<file path="src/hdl/ccd_cfg.svh">
// Purpose: Register map, field positions, reset values and codes for the codec clock block
// Assumes: APB byte address is four times the register index
// Notes: Definitions only
`ifndef CCD_CFG_SVH
`define CCD_CFG_SVH

// Register indices and APB byte addresses
`define CCD_IDX_ENA 8'h44
`define CCD_IDX_ENB 8'h45
`define CCD_IDX_OSRC 8'h46
`define CCD_IDX_ODIV 8'h47
`define CCD_IDX_CONV 8'h49
`define CCD_IDX_STAT 8'h4a
`define CCD_ADDR_ENA 12'h110
`define CCD_ADDR_ENB 12'h114
`define CCD_ADDR_OSRC 12'h118
`define CCD_ADDR_ODIV 12'h11c
`define CCD_ADDR_CONV 12'h124
`define CCD_ADDR_STAT 12'h128

// Reset values
`define CCD_RST_ENA 8'h00
`define CCD_RST_ENB 8'h00
`define CCD_RST_OSRC 8'h00
`define CCD_RST_ODIV 8'h01
`define CCD_RST_CONV 8'h00

// Writable masks
`define CCD_MASK_ENA 8'h07
`define CCD_MASK_OSRC 8'h07

// Divider enable register A fields
`define CCD_BIT_NDIV 2
`define CCD_BIT_MSTAGE 1
`define CCD_BIT_MIC 0
// Divider enable register B fields
`define CCD_BIT_ADC 6
`define CCD_BIT_DAC 4
`define CCD_BIT_PBCLK 3
`define CCD_BIT_SBCLK 2
`define CCD_BIT_PFS 1
`define CCD_BIT_SFS 0
// Clock output divider fields
`define CCD_BIT_OEN 7
// Converter clock fields
`define CCD_BIT_SRC_AUTO_OFF 5
`define CCD_BIT_SRC_PICK 4
`define CCD_BIT_EN_AUTO_OFF 3
`define CCD_BIT_MAN_ON 2

// Divide ratios for a code of zero
`define CCD_OUT_MAX 8'h80
`define CCD_M_MAX 8'h40
// Highest legal mic divider code
`define CCD_MIC_CODE_MAX 3'h4
`endif

</file>
<file path="src/hdl/ccd_pkg.sv">
// Purpose: Types shared by the codec clock block
// Assumes: Nothing beyond the config header
// Notes: Encodings follow the register fields
package ccd_pkg;
    // Clock output source selection
    typedef enum logic [2:0] {
        CCD_SRC_PLL = 3'h0,
        CCD_SRC_PBCLK = 3'h1,
        CCD_SRC_SBCLK = 3'h2,
        CCD_SRC_CTRL = 3'h3,
        CCD_SRC_OSC = 3'h4,
        CCD_SRC_DSP = 3'h5,
        CCD_SRC_RSV6 = 3'h6,
        CCD_SRC_RSV7 = 3'h7
    } ccd_src_t;

    // Converter clock rate selection
    typedef enum logic [1:0] {
        CCD_RATE_6M = 2'h0,
        CCD_RATE_3M = 2'h1,
        CCD_RATE_1M5 = 2'h2,
        CCD_RATE_12M = 2'h3
    } ccd_rate_t;
endpackage

</file>
<file path="src/hdl/ccd_clock_ctrl.sv">
// Purpose: Codec clock divider enables, clock output divider, converter clock divider
// Assumes: Clock sources arrive as levels synchronous to pclk, slower than pclk/2
// Notes: Divided clocks leave as one-cycle ticks, one per N source rising edges
// Operation
// - Register A bit 2 enables N divider
// - Register A bit 1 enables M divider
// - Register A bit 0 enables mic divider
// - Register A bits 7-3 read zero
// - Register B bit 6 enables ADC divider
// - Register B bit 4 enables DAC divider
// - Register B bit 3 enables primary bitclock
// - Register B bit 2 enables secondary bitclock
// - Register B bit 1 enables primary framesync
// - Register B bit 0 enables secondary framesync
// - Three-bit clock output source select, 6-7 reserved
// - Clock output divider bit 7 enables it
// - Clock output ratio, zero means 128
// - Converter rate code, 12 MHz needs oscillator
// - Bit 5 clear selects source automatically
// - Bit 4 picks manual converter source
// - Bit 3 clear enables converter divider automatically
// - Bit 2 is manual converter enable
// - Manual converter ratio 1, 2, 4, 8
// - M ratio zero means 64, auto ignores
// - Mic ratio codes 0-4 give 1..16
`include "ccd_cfg.svh"
`timescale 1ns/1ps
`default_nettype none

module ccd_clock_ctrl (
    // APB slave
    input wire logic pclk,
    input wire logic presetn,
    input wire logic psel,
    input wire logic penable,
    input wire logic pwrite,
    input wire logic [11:0] paddr,
    input wire logic [31:0] pwdata,
    output logic [31:0] prdata,
    output logic pready,
    output logic pslverr,
    // Clock source levels
    input wire logic [5:0] clkout_src_level,
    input wire logic audio_clk_level,
    input wire logic osc_clk_level,
    // Clock detection results
    input wire logic auto_detect_active,
    input wire logic [5:0] auto_m_ratio,
    input wire logic [5:0] m_stage_ratio,
    input wire logic [2:0] mic_clock_ratio,
    input wire logic auto_conv_src_osc,
    input wire logic auto_conv_enable,
    // Divider enables to the clock tree
    output logic n_stage_divider_on,
    output logic m_stage_divider_on,
    output logic mic_clock_divider_on,
    output logic adc_modulator_divider_on,
    output logic dac_modulator_divider_on,
    output logic primary_bitclock_divider_on,
    output logic secondary_bitclock_divider_on,
    output logic primary_framesync_divider_on,
    output logic secondary_framesync_divider_on,
    // Divided clock ticks
    output logic clock_output_tick,
    output logic m_stage_tick,
    output logic mic_clock_tick,
    output logic converter_clock_tick
);
    import ccd_pkg::*;

    localparam int NDIV = 4;

    logic [7:0] divider_enable_a_reg;
    logic [7:0] divider_enable_b_reg;
    logic [7:0] clock_output_source_reg;
    logic [7:0] clock_output_divider_reg;
    logic [7:0] converter_clock_config_reg;
    logic pready_reg;
    logic pslverr_reg;
    logic [31:0] prdata_reg;
    logic [5:0] src_prev_reg;
    logic audio_prev_reg;
    logic osc_prev_reg;
    logic wr_go;
    logic rd_next;
    logic [7:0] rd_byte;
    logic [5:0] src_rise;
    logic audio_rise;
    logic osc_rise;
    ccd_src_t out_src;
    ccd_rate_t conv_rate;
    logic conv_src_osc;
    logic conv_enable;
    logic conv_rate_bad;
    logic [7:0] stat_byte;
    logic [NDIV-1:0] div_en;
    logic [NDIV-1:0] div_src;
    logic [7:0] div_ratio [NDIV];
    logic [NDIV-1:0] div_tick;

    // Code zero stands for the largest ratio
    function automatic logic [7:0] ratio_or_max(input logic [7:0] code,
                                                input logic [7:0] maxv);
        ratio_or_max = (code == 8'h00) ? maxv : code;
    endfunction

    // Address decode, shared by read and write paths
    function automatic logic addr_is(input logic [11:0] a, input logic [11:0] r);
        addr_is = (a == r);
    endfunction

    function automatic logic addr_mapped(input logic [11:0] a);
        addr_mapped = addr_is(a, `CCD_ADDR_ENA) || addr_is(a, `CCD_ADDR_ENB) ||
                      addr_is(a, `CCD_ADDR_OSRC) || addr_is(a, `CCD_ADDR_ODIV) ||
                      addr_is(a, `CCD_ADDR_CONV) || addr_is(a, `CCD_ADDR_STAT);
    endfunction

    // One wait state: answer in the second access cycle
    assign wr_go = psel && penable && pready_reg && pwrite && addr_mapped(paddr);
    assign rd_next = psel && penable && !pready_reg;

    always_ff @(posedge pclk or negedge presetn) begin
        if (!presetn) begin
            pready_reg <= 1'b0;
            pslverr_reg <= 1'b0;
            prdata_reg <= 32'h0000_0000;
        end else begin
            pready_reg <= rd_next;
            pslverr_reg <= rd_next && !addr_mapped(paddr);
            prdata_reg <= (rd_next && !pwrite) ? {24'h00_0000, rd_byte} : 32'h0000_0000;
        end
    end

    // Read mux; unmapped reads return zero with an error
    always_comb begin
        rd_byte = 8'h00;
        if (addr_is(paddr, `CCD_ADDR_ENA)) begin
            rd_byte = divider_enable_a_reg;
        end else if (addr_is(paddr, `CCD_ADDR_ENB)) begin
            rd_byte = divider_enable_b_reg;
        end else if (addr_is(paddr, `CCD_ADDR_OSRC)) begin
            rd_byte = clock_output_source_reg;
        end else if (addr_is(paddr, `CCD_ADDR_ODIV)) begin
            rd_byte = clock_output_divider_reg;
        end else if (addr_is(paddr, `CCD_ADDR_CONV)) begin
            rd_byte = converter_clock_config_reg;
        end else if (addr_is(paddr, `CCD_ADDR_STAT)) begin
            rd_byte = stat_byte;
        end
    end

    // Divider enable A; upper bits are read-only zero
    always_ff @(posedge pclk or negedge presetn) begin
        if (!presetn) begin
            divider_enable_a_reg <= `CCD_RST_ENA;
        end else if (wr_go && addr_is(paddr, `CCD_ADDR_ENA)) begin
            divider_enable_a_reg <= pwdata[7:0] & `CCD_MASK_ENA;
        end
    end

    // Divider enable B; reserved bits stored as written
    always_ff @(posedge pclk or negedge presetn) begin
        if (!presetn) begin
            divider_enable_b_reg <= `CCD_RST_ENB;
        end else if (wr_go && addr_is(paddr, `CCD_ADDR_ENB)) begin
            divider_enable_b_reg <= pwdata[7:0];
        end
    end

    // Clock output source; upper bits read-only zero
    always_ff @(posedge pclk or negedge presetn) begin
        if (!presetn) begin
            clock_output_source_reg <= `CCD_RST_OSRC;
        end else if (wr_go && addr_is(paddr, `CCD_ADDR_OSRC)) begin
            clock_output_source_reg <= pwdata[7:0] & `CCD_MASK_OSRC;
        end
    end

    // Clock output enable and ratio
    always_ff @(posedge pclk or negedge presetn) begin
        if (!presetn) begin
            clock_output_divider_reg <= `CCD_RST_ODIV;
        end else if (wr_go && addr_is(paddr, `CCD_ADDR_ODIV)) begin
            clock_output_divider_reg <= pwdata[7:0];
        end
    end

    // Converter clock configuration
    always_ff @(posedge pclk or negedge presetn) begin
        if (!presetn) begin
            converter_clock_config_reg <= `CCD_RST_CONV;
        end else if (wr_go && addr_is(paddr, `CCD_ADDR_CONV)) begin
            converter_clock_config_reg <= pwdata[7:0];
        end
    end

    // Previous source levels for rising-edge detection
    always_ff @(posedge pclk or negedge presetn) begin
        if (!presetn) begin
            src_prev_reg <= 6'h00;
            audio_prev_reg <= 1'b0;
            osc_prev_reg <= 1'b0;
        end else begin
            src_prev_reg <= clkout_src_level;
            audio_prev_reg <= audio_clk_level;
            osc_prev_reg <= osc_clk_level;
        end
    end

    assign src_rise = clkout_src_level & ~src_prev_reg;
    assign audio_rise = audio_clk_level && !audio_prev_reg;
    assign osc_rise = osc_clk_level && !osc_prev_reg;

    // Converter clock source, enable and rate
    assign out_src = ccd_src_t'(clock_output_source_reg[2:0]);
    assign conv_rate = ccd_rate_t'(converter_clock_config_reg[7:6]);
    assign conv_src_osc = converter_clock_config_reg[`CCD_BIT_SRC_AUTO_OFF] ?
                          converter_clock_config_reg[`CCD_BIT_SRC_PICK] :
                          auto_conv_src_osc;
    assign conv_enable = converter_clock_config_reg[`CCD_BIT_EN_AUTO_OFF] ?
                         converter_clock_config_reg[`CCD_BIT_MAN_ON] :
                         auto_conv_enable;
    // 12 MHz cannot be made from the audio clock, so the divider stays quiet
    assign conv_rate_bad = (conv_rate == CCD_RATE_12M) && !conv_src_osc;
    assign stat_byte = {2'h0, conv_rate_bad, conv_src_osc, div_en};

    // Per-divider enable, source tick and ratio
    always_comb begin
        // Clock output divider; reserved sources give no edges
        div_en[0] = clock_output_divider_reg[`CCD_BIT_OEN];
        div_src[0] = (out_src <= CCD_SRC_DSP) ? src_rise[out_src] : 1'b0;
        div_ratio[0] = ratio_or_max({1'b0, clock_output_divider_reg[6:0]},
                                    `CCD_OUT_MAX);
        // M-stage divider; detection overrides the programmed ratio
        div_en[1] = divider_enable_a_reg[`CCD_BIT_MSTAGE];
        div_src[1] = audio_rise;
        div_ratio[1] = ratio_or_max({2'h0, auto_detect_active ? auto_m_ratio : m_stage_ratio},
                                    `CCD_M_MAX);
        // Mic divider; reserved ratio codes keep it stopped
        div_en[2] = divider_enable_a_reg[`CCD_BIT_MIC] &&
                    (mic_clock_ratio <= `CCD_MIC_CODE_MAX);
        div_src[2] = audio_rise;
        div_ratio[2] = 8'h01 << mic_clock_ratio[2:0];
        // Converter divider
        div_en[3] = conv_enable && !conv_rate_bad;
        div_src[3] = conv_src_osc ? osc_rise : audio_rise;
        if (converter_clock_config_reg[`CCD_BIT_EN_AUTO_OFF]) begin
            div_ratio[3] = 8'h01 << converter_clock_config_reg[1:0];
        end else begin
            unique case (conv_rate)
                CCD_RATE_12M: div_ratio[3] = 8'h01;
                CCD_RATE_6M: div_ratio[3] = 8'h02;
                CCD_RATE_3M: div_ratio[3] = 8'h04;
                CCD_RATE_1M5: div_ratio[3] = 8'h08;
            endcase
        end
    end

    // Counting dividers, all of one shape
    generate
        for (genvar g = 0; g < NDIV; g++) begin : gen_div
            logic [7:0] cnt_reg;
            logic tick_reg;
            // Disable clears phase, so re-enable starts from a full period
            always_ff @(posedge pclk or negedge presetn) begin
                if (!presetn) begin
                    cnt_reg <= 8'h00;
                    tick_reg <= 1'b0;
                end else if (!div_en[g]) begin
                    cnt_reg <= 8'h00;
                    tick_reg <= 1'b0;
                end else if (div_src[g]) begin
                    if (cnt_reg >= div_ratio[g] - 8'h01) begin
                        cnt_reg <= 8'h00;
                        tick_reg <= 1'b1;
                    end else begin
                        cnt_reg <= cnt_reg + 8'h01;
                        tick_reg <= 1'b0;
                    end
                end else begin
                    tick_reg <= 1'b0;
                end
            end
            assign div_tick[g] = tick_reg;
        end
    endgenerate

    // Outputs straight from flops
    assign prdata = prdata_reg;
    assign pready = pready_reg;
    assign pslverr = pslverr_reg;
    assign n_stage_divider_on = divider_enable_a_reg[`CCD_BIT_NDIV];
    assign m_stage_divider_on = divider_enable_a_reg[`CCD_BIT_MSTAGE];
    assign mic_clock_divider_on = divider_enable_a_reg[`CCD_BIT_MIC];
    assign adc_modulator_divider_on = divider_enable_b_reg[`CCD_BIT_ADC];
    assign dac_modulator_divider_on = divider_enable_b_reg[`CCD_BIT_DAC];
    assign primary_bitclock_divider_on = divider_enable_b_reg[`CCD_BIT_PBCLK];
    assign secondary_bitclock_divider_on = divider_enable_b_reg[`CCD_BIT_SBCLK];
    assign primary_framesync_divider_on = divider_enable_b_reg[`CCD_BIT_PFS];
    assign secondary_framesync_divider_on = divider_enable_b_reg[`CCD_BIT_SFS];
    assign clock_output_tick = div_tick[0];
    assign m_stage_tick = div_tick[1];
    assign mic_clock_tick = div_tick[2];
    assign converter_clock_tick = div_tick[3];
endmodule

`default_nettype wire

</file>
<file path="config.mk">
export PLATFORM = sky130hd
export DESIGN_NAME = ccd_clock_ctrl
export DESIGN_NICKNAME = d
export VERILOG_FILES = /design/src/hdl/ccd_pkg.sv /design/src/hdl/ccd_clock_ctrl.sv
export VERILOG_INCLUDE_DIRS = /design/src /design/src/hdl
export SDC_FILE = /design/constraint.sdc
export NUM_CORES = 1
export LEC_CHECK = 0
export BUFFER_PORTS_ARGS = -buffer_cell sky130_fd_sc_hd__buf_2
export CORE_UTILIZATION = 55
export DETAILED_ROUTE_END_ITERATION = 10
export HOLD_SLACK_MARGIN = 0.06
export MAX_ROUTING_LAYER = met4
export PLACE_DENSITY = 0.81
export SLEW_MARGIN = 10
export SYNTH_ARGS = -nofsm -noshare
export SYNTH_HDL_FRONTEND = slang
export SYNTH_SLANG_ARGS = --single-unit
</file>
<file path="constraint.sdc">
create_clock -name pclk -period 3.7 [get_ports pclk]
set_input_delay 0.37 -clock pclk [delete_from_list [all_inputs] [get_ports pclk]]
set_output_delay 0.37 -clock pclk [all_outputs]
set_load 0.01 [all_outputs]
</file>
==> impl_metrics.toml, run 1 <==
[worst_hold_path]
hold_path_end = "osc_prev_reg$_DFF_PN0_"
holdPathStages = 1
hold_path.class = "in2reg"
min_from = "osc_clk_level"

[logic_synthesis]
synth_edf_count = 0
synth_area_leaders = "dfrtp_1 38%, ha_1 9.3%, mux2_2 5.1%, nand2_1 3.9%, a21oi_1 3.5%"
synth_top_cell_by_area = "dfrtp_1"
synth_top_area_share_pct = 37.6
async_reset_ff_share_pct = 100
netlist_area_um2 = 5530
synthCells = 589
synth-seq-cells = 84
synth-main-ff-cell = "dfrtp_1"
syn_area_per_cell_um2 = 9.39
yosysWarnings = 0
seq_area_frac_synth_pct = 38.0
ys_types = 67

[power_and_ir_drop]
powerDensity_nw_per_um2 = 290
peakVddDrop_mv = 0.181
finalPower_w = 0.00177
cellLeakagePower_nw = 2.93

[global_routing]
grt_pass1_wl_um = 20300
grt_max_degree = 85
gr-total-overflow = 0
grtUsageTotal_pct = 25.8
grt_pass1_vias = 4455
antenna_found_initial = 0

[sta]
finalSetupTns_ns = 0
rsz0062_at_grt = "no"
finalWorstSetupSlack_ns = 0.686
hold_violations = 0
setup_viol = 0
finalCritPeriodShare_pct = 81.4
relSlewSlack_pct = 29.0
worstMarginPinSlew_ns = 1.07
finalWorstPathRequiredPeriod_ns = 3.01
fin_skew_ns = 0.00688
fmax_ghz = 0.332
finalMaxSlewViolations = 0

[die]
die_y_um = 102
die_width_um = 102
die-area_um2 = 10500
ioPinCount = 122
start_util_pct = 56.6
coreArea_um2 = 9770
std_cell_rows = 36

[clock_network]
cts_buffer_depth = 2
clkTransAtPathRegs_ns = 0.08
cts_tree = "yes"
postCtsHoldBufs = 0
clk-insertion-delay-late_ns = 0.37
cts.sinks = 84
cts-buffers-inserted = 9
htreeDepth = 3
ctsResizeCount = 0
post-cts-setup-buffers = 0
root_buffer = "clkbuf_8"

[detailed_routing]
finalWirelength_um = 12300
ant_nets = 0
viasPerCell = 5.78
drc_errors = 0
dr_wl_met2_um = 6160
wl_met1_um = 5310
highest_layer = "met4"
wl_met3_um = 460
num_vias = 4581
wl_per_cell_um = 15.5
firstDrtPassIters = 5
drt_iter0_markers = 229

[cells_and_area]
drive_gt1_share_pct = 19.7
final_nets = 772
multi_input_area_um2 = 3170
largest_reg_flops = 32
final_cell_mix = "83 x dfrtp_1, 72 x buf_2, 58 x nand2_1"
design_area_um2 = 6100
syn_to_final_growth_pct = 10.3
seqCellArea_um2 = 2100
antenna_cells = 0
fillers = 836
layout_commonest_cell = "dfrtp_1"

[critical_path]
r2r-start = "clock_output_divider_reg[4]$_DFFE_PN0P_"
cp.required_ns = 4.00
worstPathMaxFanout = 14
cp-end-kind = "register"
cp-start-kind = "input port"
cp.arrival_ns = 3.31
path_class = "in2reg"
cp-startpoint = "auto_detect_active"
rr_endpoint = "gen_div[0].cnt_reg[6]$_DFFE_PN0P_"
r2r_cells = 9
reg2reg_slack_ns = 0.76

[place]
dp_hpwl_um = 9170
place.gp.congestion = 0.882
placed_cell_area_um2 = 5910
dp_slack_ns = 0.295
io_buffers = 73

[job]
maxCapViolations = 0

[status]
outcome = "completed"
==> area by class of cell <==
cell class	instances	area share, %
multi-input cells	465	51.9
clock inverters	5	0.862
flip-flops and latches	84	34.5
inverters	18	1.11
well taps	133	2.73
repair buffers	78	6.65
clock buffers	10	2.26
==> critical path, cell delays in order <==
cell and delay, ns:
buf_2 0.25, mux2i_1 0.34, ha_1 0.30, o21ai_0 0.15
a21oi_1 0.20, xor2_1 0.18, mux2i_1 0.09, ha_1 0.23
a2111oi_2 0.34, o31a_1 0.49, a41oi_1 0.20, a31oi_1 0.17
==> how the worst max path moves through the flow <==
| stage | to | slack, ns | cells after the start |
|---|---|---|---|
| floorplan | gen_div[1].cnt_reg[5]$_DFFE_PN0P_ | 0.78 | 13 |
| global placement | gen_div[1].cnt_reg[5]$_DFFE_PN0P_ | 0.48 | 12 |
| detailed placement | gen_div[1].cnt_reg[6]$_DFFE_PN0P_ | 0.29 | 12 |
| CTS | gen_div[1].cnt_reg[6]$_DFFE_PN0P_ | 0.68 | 12 |
| global route | gen_div[1].cnt_reg[5]$_DFFE_PN0P_ | 0.42 | 12 |
| finish | gen_div[1].cnt_reg[6]$_DFFE_PN0P_ | 0.69 | 12 |
==> per-stage QoR <==
step	util [%]	hold WS, ns	instances
floorplan	-	0.0744	613
global placement	60.4	0.468	778
detailed placement	60.4	0.481	778
CTS	62.4	0.0986	793
global route	62.4	0.103	793
finish	62.4	0.109	793
==> synth_stat cells, types with 3 or more instances <==
library cell	instances
a22oi_1	6
o21ai_0	34
nor4_1	3
nand2_1	58
nor2_1	28
a22o_1	7
mux2i_1	12
buf_4	25
xor2_1	9
nand3b_1	6
ha_1	41
a31oi_1	14
dfrtp_1	83
nor3_1	16
clkbuf_1	8
nand4_1	5
xnor2_1	5
nor2b_1	9
a21oi_1	39
or3_1	8
nand2b_1	18
inv_1	18
nand3_1	28
mux2_2	25
buf_2	11
and3b_1	3
o211ai_1	5
o22ai_1	5
nor3b_1	6
and3_1	10
and2_1	3
==> power breakdown <==
part / total, W / internal [W] / switching, W
combinational: 0.000176 / 0.0000633 / 0.000113
clock: 0.000662 / 0.000323 / 0.000339
sequential: 0.000928 / 0.000924 / 0.00000385
==> routing by layer <==
metal  GRT usage, %  vias up
met5              -        -
met4           11.4        0
met3           4.17       28
met2           43.3      116
met1           30.5     2205
li1               -     2232
==> cell families after synthesis <==
group	synth area share (%)
AO/OA/AOI/OAI	15.9
flip-flops	38.0
XOR/XNOR	2.22
AND/OR/NAND/NOR	20.5
multiplexers	7.67
adder cells (fa/ha/maj)	9.28
buffers and inverters	6.31
other	0.136
(Power assumes the default switching activity.)
==> run 2, diff against run 1 <==
- clock period: 3.7 -> 3 ns (I/O delays scaled with it)
==> run 2 against run 1 <==
Combinational power increased by 34%. Critical path depth decreased by 2. Clock-buffer cell count increased by 2. Sequential cell count unchanged. Critical path type is now reg2reg. Critical endpoint is now gen_div[0].cnt_reg[6]$_DFFE_PN0P_. Largest cell class unchanged. Highest routed layer unchanged.
==> impl_metrics.toml, run 2 (synthesis gave the netlist of run 1 again) <==
[status]
outcome = "completed"

[critical_path]
crit_chain = "inv_1 -> ha_1 -> nand3_1 -> nand2_1 -> ha_1 -> nand2b_1 -> a2111o_1 -> a31oi_4 -> nand2b_2 -> o32ai_2"
cp-start-kind = "register"
crit_path_frequent_cell = "ha_1"
slowest_delay_ns = 0.54
path_class = "reg2reg"
worstPathMaxFanout = 8
cp-end-kind = "register"
crit_slowest_cell = "dfstp_2"
cp.arrival_ns = 3.05
reg2reg_slack_ns = 0.22
cp.required_ns = 3.28

[die]
die_width_um = 102
coreArea_um2 = 9770
die_y_um = 102
die-area_um2 = 10500
ioPinCount = 122
std_cell_rows = 36
start_util_pct = 56.6

[detailed_routing]
viasPerCell = 5.80
drc_errors = 0
firstDrtPassIters = 4
wl_met3_um = 660
num_vias = 4683
dr_wl_met2_um = 6400
highest_layer = "met4"
ant_nets = 0
wl_per_cell_um = 15.5
wl_met1_um = 5230
drt_iter0_markers = 202
finalWirelength_um = 12600

[place]
place.gp.congestion = 0.907
dp_slack_ns = -0.195
dp_hpwl_um = 9370
io_buffers = 73

[cells_and_area]
final_cell_mix = "83 x dfrtp_1, 72 x buf_2, 58 x nand2_1"
layout_commonest_cell = "dfrtp_1"
drive_gt1_share_pct = 20.4
seqCellArea_um2 = 2100
multi_input_area_um2 = 3170
final_nets = 786
largest_reg_flops = 32
syn_to_final_growth_pct = 12.4
antenna_cells = 0
fillers = 814

[clock_network]
cts_buffer_depth = 2
post-cts-setup-buffers = 0
cts-buffers-inserted = 9
cts.sinks = 84
clk-insertion-delay-late_ns = 0.37
root_buffer = "clkbuf_8"
clkTransAtPathRegs_ns = 0.08
cts_tree = "yes"
htreeDepth = 3

[global_routing]
grtUsageTotal_pct = 25.6
grt_pass1_wl_um = 20200
gr-total-overflow = 0
antenna_found_initial = 0
grt_pass1_vias = 4385
grt_max_degree = 85

[power_and_ir_drop]
pwr-share-comb_pct = 11.1
pwr-share-seq_pct = 54.2
switching_share_pct = 26.6
intPower_w = 0.00155
switching_power_w = 0.000563
peakVddDrop_mv = 0.240
cellLeakagePower_nw = 2.98
finalPower_w = 0.00211
powerDensity_nw_per_um2 = 340
clkPwrFrac_pct = 34.7

[sta]
finalCritPeriodShare_pct = 92.6
relSlewSlack_pct = 30.6
worstMarginPinSlew_ns = 1.04
finalSetupTns_ns = 0
setup_viol = 0
hold_violations = 0
finalWorstSetupSlack_ns = 0.223
finalMaxSlewViolations = 0
rsz0062_at_grt = "no"
finalWorstPathRequiredPeriod_ns = 2.78
fmax_ghz = 0.360
fin_skew_ns = 0.0123

[job]
maxCapViolations = 0

[worst_hold_path]
hold_path.class = "in2async"
==> run 2: cell count changes in the layout (fill, tap and decap cells not counted), sizes merged <==
cell and delta:
bufinv -1, buf +6, clkinv -1, clkbuf +2, clkinvlp +1, dlygate4sd3 +8
==> run 2: cell type report <==
| cell class | instances | area share (%) |
|---|---|---|
| Multi-Input combinational cell | 465 | 51.1 |
| Sequential cell | 84 | 33.9 |
| Timing Repair Buffer | 92 | 8.54 |
| Tap cell | 133 | 2.68 |
| Clock buffer | 12 | 2.34 |
| Inverter | 18 | 1.09 |
| Clock inverter | 4 | 0.403 |
==> run 2: path summary, 6_finish.rpt <==
kind / cells past startpoint / from / endpoint
hold reg to reg: 1 / pready$_DFF_PN0_ / pready$_DFF_PN0_
max in group asynchronous: 1 / presetn / converter_clock_config_reg[4]$_DFFE_PN0P_
min in group pclk: 3 / pwdata[5] / clock_output_divider_reg[5]$_DFFE_PN0P_
hold / removal: 1 / presetn / gen_div[0].cnt_reg[6]$_DFFE_PN0P_
setup / recovery: 10 / clock_output_divider_reg[0]$_DFFE_PN1P_ / gen_div[0].cnt_reg[6]$_DFFE_PN0P_
setup reg to reg: 10 / clock_output_divider_reg[0]$_DFFE_PN1P_ / gen_div[0].cnt_reg[6]$_DFFE_PN0P_
==> run 2: repair_timing <==
action	CTS	global route
setup endpoints to repair	0	7
gates resized for setup	0	3
hold endpoints to repair	8	0
hold buffers	8	0
==> run 2: power by group through the flow <==
stage	sequential, W	combinational [W]	clock [W]
floorplan	0.00117	0.000144	0
global placement	0.00117	0.000215	0
detailed placement	0.00117	0.000226	0
CTS	0.00114	0.000234	0.000753
global route	0.00115	0.000262	0.000789
finish	0.00114	0.000235	0.000734
==> run 2: routing by layer <==
layer,global-route usage [%],up-vias
met1,30.7,2262
met4,8.57,0
met3,4.79,24
met5,-,-
met2,43.3,137
li1,-,2260
==> run 2: worst max-delay path, delay by kind of cell, from the launching register on <==
kind                       cells  cell delay, ns
AOI/OAI and AO/OA              3            1.06
adders and majority gates      2            0.52
buffers and inverters          1            0.08
and+or+nand+nor                4            0.49
DFF                            1            0.54
==> run 2: per-stage QoR <==
| stage | hold WS (ns) | cells | cell area [um2] | util [%] |
|---|---|---|---|---|
| after floorplan | 0.00441 | 613 | 5620 | - |
| after global placement | 0.420 | 784 | 5950 | 60.9 |
| after detailed placement | 0.422 | 784 | 5950 | 60.9 |
| after CTS | 0.155 | 808 | 6200 | 63.5 |
| after global routing | 0.193 | 808 | 6210 | 63.6 |
| final | 0.0796 | 808 | 6210 | 63.6 |
